$ cat config.mk
export PLATFORM = sky130hd
export DESIGN_NAME = fsc_status_config
export DESIGN_NICKNAME = d
export VERILOG_FILES = /design/src/rtl/fsc_pkg.sv /design/src/rtl/fsc_latency.sv /design/src/rtl/fsc_status_config.sv
export SDC_FILE = /design/constraint.sdc
export NUM_CORES = 1
export LEC_CHECK = 0
export BUFFER_PORTS_ARGS = -buffer_cell sky130_fd_sc_hd__buf_4
export CELL_PAD_IN_SITES_DETAIL_PLACEMENT = 1
export CELL_PAD_IN_SITES_GLOBAL_PLACEMENT = 2
export CORE_AREA = 2 2 79 81
export DETAILED_ROUTE_END_ITERATION = 12
export DIE_AREA = 0 0 81 83
export GPL_TIMING_DRIVEN = 0
export PLACE_DENSITY_LB_ADDON = 0.1
export SYNTH_ARGS = -nofsm -noshare
export SYNTH_HDL_FRONTEND = slang
export SYNTH_SLANG_ARGS = --single-unit
$ cat constraint.sdc
create_clock -name sys_clk -period 1.5 [get_ports sys_clk]
set_input_delay 0.075 -clock sys_clk [delete_from_list [all_inputs] [get_ports sys_clk]]
set_output_delay 0.075 -clock sys_clk [all_outputs]
set_load 0.05 [all_outputs]
$ cat src/rtl/fsc_pkg.sv
package fsc_pkg;

   // ****************************************
   // Status byte layout
   // ****************************************
   localparam int STAT_READY = 7;
   localparam int STAT_ERASE_SUSP = 6;
   localparam int STAT_ERASE_FAIL = 5;
   localparam int STAT_PROG_FAIL = 4;
   localparam int STAT_SUPPLY = 3;
   localparam int STAT_PROG_SUSP = 2;
   localparam int STAT_PROTECT = 1;
   localparam int STAT_BANK = 0;

   // ****************************************
   // Configuration word layout
   // ****************************************
   localparam int CFG_READ_SEL = 15;
   localparam int CFG_LAT_HI = 13;
   localparam int CFG_LAT_LO = 11;
   localparam logic [15:0] CFG_RESET = 16'hbfcf;
   localparam logic CFG_ASYNC = 1'h1;
   localparam logic [2:0] LAT_MIN = 3'h2;
   localparam logic [2:0] LAT_MAX = 3'h5;

   // ****************************************
   // Command codes
   // ****************************************
   typedef enum logic [7:0] {
      FSC_CMD_CLR_STATUS = 8'h50,
      FSC_CMD_RESUME = 8'hd0,
      FSC_CMD_SET_CONFIG = 8'h03
   } fsc_cmd_t;

   // Controller event pulses, one cycle each
   typedef struct packed {
      logic erase_fail;
      logic program_fail;
      logic supply_invalid;
      logic prot_attempt;
      logic erase_suspended;
      logic program_suspended;
   } fsc_events_t;

   typedef struct packed {
      logic valid;
      fsc_cmd_t code;
      logic [15:0] data;
   } fsc_cmd_req_t;

   function automatic logic fsc_lat_defined(input logic [2:0] code);
      return (code >= LAT_MIN) && (code <= LAT_MAX);
   endfunction

endpackage

$ cat src/rtl/fsc_latency.sv
`timescale 1ns/1ps
module fsc_latency
   import fsc_pkg::*;
#(
   parameter int LAT_W = 3
) (
   // Clock and reset
   input wire logic sys_clk,
   input wire logic reset,
   // Read request
   input wire logic addr_latch,
   input wire logic sync_mode,
   input wire logic [LAT_W-1:0] latency,
   // Result
   output logic first_data
);

   initial begin
      if (LAT_W < 2 || LAT_W > 8) begin
         $error("fsc_latency: LAT_W out of range");
      end
   end

   typedef enum logic {
      FSC_LAT_IDLE = 1'b0,
      FSC_LAT_COUNT = 1'b1
   } fsc_lat_state_t;

   fsc_lat_state_t state_q;
   logic [LAT_W-1:0] count_q;
   logic first_q;

   // No bank or block gating: a burst may start anywhere
   always_ff @(posedge sys_clk or posedge reset) begin
      if (reset) begin
         state_q <= FSC_LAT_IDLE;
         count_q <= '0;
         first_q <= 1'b0;
      end else begin
         first_q <= 1'b0;
         unique case (state_q)
            FSC_LAT_IDLE: begin
               if (addr_latch && sync_mode) begin
                  state_q <= FSC_LAT_COUNT;
                  count_q <= latency - LAT_W'(1);
               end
            end
            FSC_LAT_COUNT: begin
               if (count_q == '0) begin
                  first_q <= 1'b1;
                  state_q <= FSC_LAT_IDLE;
               end else begin
                  count_q <= count_q - LAT_W'(1);
               end
            end
         endcase
      end
   end

   assign first_data = first_q;
endmodule // fsc_latency

$ cat src/rtl/fsc_status_config.sv
`timescale 1ns/1ps
module fsc_status_config
   import fsc_pkg::*;
#(
   parameter int BANK_W = 3
) (
   // Clock and reset
   input wire logic sys_clk,
   input wire logic reset,
   // Command interface
   input wire fsc_cmd_req_t cmd,
   // Program/erase controller
   input wire logic pec_busy,
   input wire logic [BANK_W-1:0] op_bank,
   input wire logic [BANK_W-1:0] addr_bank,
   input wire logic fast_factory_program_mode,
   input wire logic efp_word_busy,
   input wire fsc_events_t events,
   // Read path
   input wire logic addr_latch,
   // Outputs
   output logic [7:0] operation_status_word,
   output logic [15:0] bus_read_configuration,
   output logic read_sync,
   output logic first_data,
   output logic op_abort,
   output logic latency_undefined
);

   initial begin
      if (BANK_W < 1 || BANK_W > 6) begin
         $error("fsc_status_config: BANK_W out of range");
      end
   end

   // ****************************************
   // Command decode
   // ****************************************
   logic clr_status;
   logic resume;
   logic set_cfg;
   assign clr_status = cmd.valid && cmd.code == FSC_CMD_CLR_STATUS;
   assign resume = cmd.valid && cmd.code == FSC_CMD_RESUME;
   assign set_cfg = cmd.valid && cmd.code == FSC_CMD_SET_CONFIG;

   // ****************************************
   // Sticky error flags
   // ****************************************
   logic erase_fail_flag_q;
   logic program_fail_flag_q;
   logic supply_invalid_flag_q;
   logic protection_violation_flag_q;

   // Set wins over a clear in the same cycle
   always_ff @(posedge sys_clk or posedge reset) begin
      if (reset) begin
         erase_fail_flag_q <= 1'b0;
         program_fail_flag_q <= 1'b0;
         supply_invalid_flag_q <= 1'b0;
         protection_violation_flag_q <= 1'b0;
      end else begin
         erase_fail_flag_q <= events.erase_fail
            || (erase_fail_flag_q && !clr_status);
         program_fail_flag_q <= events.program_fail
            || (program_fail_flag_q && !clr_status);
         supply_invalid_flag_q <= events.supply_invalid
            || (supply_invalid_flag_q && !clr_status);
         protection_violation_flag_q <= events.prot_attempt
            || (protection_violation_flag_q && !clr_status);
      end
   end

   // Abort tells the controller to drop the locked-block operation
   always_ff @(posedge sys_clk or posedge reset) begin
      if (reset) begin
         op_abort <= 1'b0;
      end else begin
         op_abort <= events.prot_attempt;
      end
   end

   // ****************************************
   // Suspend flags
   // ****************************************
   logic erase_suspend_flag_q;
   logic program_suspend_flag_q;

   // Suspend event wins over a resume in the same cycle
   always_ff @(posedge sys_clk or posedge reset) begin
      if (reset) begin
         erase_suspend_flag_q <= 1'b0;
         program_suspend_flag_q <= 1'b0;
      end else begin
         erase_suspend_flag_q <= events.erase_suspended
            || (erase_suspend_flag_q && !resume);
         program_suspend_flag_q <= events.program_suspended
            || (program_suspend_flag_q && !resume);
      end
   end

   // ****************************************
   // Ready and bank write flags
   // ****************************************
   logic controller_ready_flag;
   logic bank_write_flag;
   assign controller_ready_flag = !pec_busy;

   always_comb begin
      if (fast_factory_program_mode) begin
         // High only while busy with the current word
         bank_write_flag = pec_busy && efp_word_busy;
      end else begin
         // Compared against the addressed bank only
         bank_write_flag = pec_busy && (op_bank != addr_bank);
      end
   end

   logic [7:0] status_d;
   always_comb begin
      status_d = '0;
      status_d[STAT_READY] = controller_ready_flag;
      status_d[STAT_ERASE_SUSP] = erase_suspend_flag_q;
      status_d[STAT_ERASE_FAIL] = erase_fail_flag_q;
      status_d[STAT_PROG_FAIL] = program_fail_flag_q;
      status_d[STAT_SUPPLY] = supply_invalid_flag_q;
      status_d[STAT_PROG_SUSP] = program_suspend_flag_q;
      status_d[STAT_PROTECT] = protection_violation_flag_q;
      status_d[STAT_BANK] = bank_write_flag;
   end

   // Registered so the byte is stable across the read strobe
   logic [7:0] status_q;
   always_ff @(posedge sys_clk or posedge reset) begin
      if (reset) begin
         // Idle after reset: only the ready bit up
         status_q <= 8'(1) << STAT_READY;
      end else begin
         status_q <= status_d;
      end
   end
   assign operation_status_word = status_q;

   // ****************************************
   // Configuration register
   // ****************************************
   logic [15:0] config_q;
   always_ff @(posedge sys_clk or posedge reset) begin
      if (reset) begin
         config_q <= CFG_RESET;
      end else if (set_cfg) begin
         config_q <= cmd.data;
      end
   end
   assign bus_read_configuration = config_q;

   logic [2:0] lat_code;
   assign lat_code = config_q[CFG_LAT_HI:CFG_LAT_LO];
   assign read_sync = config_q[CFG_READ_SEL] != CFG_ASYNC;
   // Undefined codes are stored but flagged; the host must avoid them
   assign latency_undefined = !fsc_lat_defined(lat_code);

   fsc_latency #(
      .LAT_W(3)
   ) u_latency (
      .sys_clk(sys_clk),
      .reset(reset),
      .addr_latch(addr_latch),
      .sync_mode(read_sync),
      .latency(lat_code),
      .first_data(first_data)
   );
endmodule // fsc_status_config

==> results by group <==
Synth
  • Unique cell type count in the Yosys netlist: 24
  • Synth warn: 0
  • Mean Syn Cell Area: about 15 µm²
  • Net Count, Synth: ~140
  • Sequential-to-total area share from yosys stat: approximately 64%
  • Syn Std Cell Area: roughly 1400 µm²
  • Synth Register Bits: 36
  • Post-Synthesis Cells: 98

Routing
  • Pre-Repair DR Iteration Count: 3
  • Residual DRC count: 0
  • Antenna-violating nets left: 0
  • Final WL: between 3000 and 4000 µm
  • Drt wl/cell: roughly 14 µm
  • Vias per cell: approximately 4.2
  • Via count: roughly 1,100
  • DRT iter0 DRCs: 42

Critical path
  • Kind of end point of the critical path: flip-flop
  • Req. time, crit path: ~1700 ps
  • Max Fanout on Critical Path: 4
  • Setup slack, reg-to-reg: -30 ps
  • Type of origin of the critical path: flip-flop
  • Reg-to-reg startpoint: u_latency.state_q
  • Reg-to-reg endpoint: u_latency.count_q[2]
  • CP arrival: 1710 ps
  • R2R depth: 7
  • Worst setup path category: flip-flop to flip-flop

Floorplanning
  • Horiz. Die Dim: between 80 and 90 µm
  • Std cell rows: 28
  • Die Area: ~6700 µm²
  • Initial Util: between 20% and 30%
  • I/O pin cnt: ~70
  • Die height: just over 80 µm
  • Core Region: between 5000 and 6000 µm²

Pwr
  • Pwr Total: 2.72 mW
  • P_leak: between 1 and 1.5 nW
  • Peak supply drop: between 500 and 600 µV
  • Pwr/cell area: about 1200 nW/µm²

Worst hold path
  • Cell count of the worst hold path: 2
  • Hold Path Origin: cmd[11]
  • Hold Crit Class: input port to flip-flop
  • Hold Path Sink: bus_read_configuration[11]

Timing
  • Setup WS post-layout: -30.7 ps
  • Layout Skew: approximately 4.1 ps
  • Rel. slew slack: 50.2%
  • Final setup violation count: 1
  • Final Hold Vio Count: 0
  • Peak Freq: around 650 MHz
  • Worst-margin pin slew: 746 ps
  • Fin. max-slew vios: 0
  • Fin crit share: 102%
  • Final min period: ~1500 ps
  • RSZ-0062 raised after global routing: yes

Layout
  • Area grow syn2layout: 64.9%
  • Layout cell share with drive strength beyond 1: about two thirds
  • Commonest cells after routing, fill and taps aside: 75 x buf_4, 22 x dfrtp_1, 14 x dfstp_2
  • Max reg flops: 16
  • Commonest non-fill, non-tap cell in the layout: buf_4
  • Diode count: 0
  • Final nets: roughly 230
  • Filler Cells Inserted: 640
  • Final instance area: ~2300 µm²

GRT
  • GRT Util Overall: approximately 11%
  • First-pass GRT wire length: 5910 µm
  • Largest net degree at the start of global routing: 37
  • Vias in the first global route: between 1,000 and 1,500
  • Grt ovf: 0
  • Initial antenna violation count: 0

CTS
  • Clk pin slew, worst setup/hold paths: approximately 70 ps
  • Clock Path Buffers: 2
  • Root Buffer: clkbuf_8
  • CTS H-tree depth: 2
  • Clock Latency Late Sink: roughly 280 ps
  • Sink Count: 36
  • CTS Buf Count: 5
  • CTS tree: yes

Job
  • Max_cap viols: 0

Run status
  • Outcome: finished with violations
  • Failing checks: negative setup slack

Placed design
  • Setup slack at placement: -352 ps
  • Dpl cell area: roughly 2100 µm²
  • Post-DP HPWL: around 2700 µm
  • Input/output buffers: 70
  • Placer Congestion: slightly below 0.7
-- through the flow --
step                      cells  hold WS (ps)  utilization, %  setup TNS, ps
after global placement      243           194            35.7          -4510
after global routing        264          4.09            40.4           -115
final                       264          22.3            40.4          -30.7
after floorplan              98           106               -           -523
after detailed placement    243           198            35.7          -5030
after CTS                   261          8.14            39.2          -49.2
-- final cells by class --
cell class	count	area, µm²	area share [%]
sequential	36	918	39.1
timing repair buffer	83	643	27.4
multi-input combinational	57	564	24.0
tap	75	93.8	4.00
clock buffer	8	90.1	3.84
buffer	2	26.3	1.12
inverter	3	11.3	0.480
-- layer usage --
metal  part of all wire [%]  track usage [%]
met1                     35             12.7
met2                     55             19.1
met3                    8.3             4.78
met4                    1.4             4.47
met5                      0                0
-- kinds of logic after synthesis --
family          count (synthesis)  synth area share [%]
xor+xnor                        4                  2.46
mux                            19                  14.9
compound gates                 13                  6.15
fa+ha+maj                       1                 0.879
buf+inv                         5                  2.20
flops                          36                  64.5
simple gates                   20                  8.96
-- power by group --
| group | switching (mW) | internal (mW) | total (mW) |
|---|---|---|---|
| sequential | 0.0913 | 1.08 | 1.17 |
| combinational | 0.403 | 0.454 | 0.857 |
| clock | 0.323 | 0.375 | 0.697 |
| total | 0.817 | 1.91 | 2.72 |
-- timing repair --
action | 4_1_cts | 5_1_grt
endpoints found under the setup margin | 9 | 2
setup buffers | 3 | 2
gates resized for setup | 5 | 6
hold buffers | 7 | 1
hold endpoints to repair | 8 | 22
pin swaps | 4 | 3
-- worst max-delay path, cell delays in order (launching register included) --
cell and delay, ps:
dfrtp_1 380, buf_6 130, mux2i_4 190, ha_4 180
nor3b_2 150, o21ai_1 140, a31oi_1 110, a21o_1 160
-- worst max path at each step --
stage	start	to	slack (ps)	depth (start not counted)
floorplan	bus_read_configuration[12]	u_latency.count_q[2]	-130	6
global placement	cmd[21]	bus_read_configuration[14]	-340	5
detailed placement	cmd[21]	bus_read_configuration[12]	-350	5
CTS	u_latency.state_q	u_latency.count_q[2]	-50	7
global route	u_latency.state_q	u_latency.count_q[2]	-120	7
finish	u_latency.state_q	u_latency.count_q[2]	-30	7
-- Yosys cell counts --
master / instances / area, µm²
nand3_1: 1 / 5.00
nor2b_1: 3 / 18.8
or4b_4: 1 / 13.8
buf_8: 1 / 15.0
ha_1: 1 / 12.5
buf_2: 1 / 5.00
nor4_1: 1 / 6.26
dfrtp_1: 22 / 551
o21ai_0: 2 / 10.0
a31oi_1: 2 / 12.5
nand2b_1: 1 / 6.26
nor2_1: 4 / 15.0
dfstp_2: 14 / 368
xnor2_1: 4 / 35.0
a21o_1: 7 / 52.6
mux2_2: 17 / 191
nor3b_1: 3 / 22.5
mux2i_1: 2 / 20.0
a21oi_1: 1 / 5.00
nor3_4: 1 / 16.3
nor4b_1: 1 / 8.76
nand2_1: 4 / 15.0
o31ai_1: 1 / 7.51
inv_1: 3 / 11.3
Note: power is estimated with default switching activity, not from simulation.
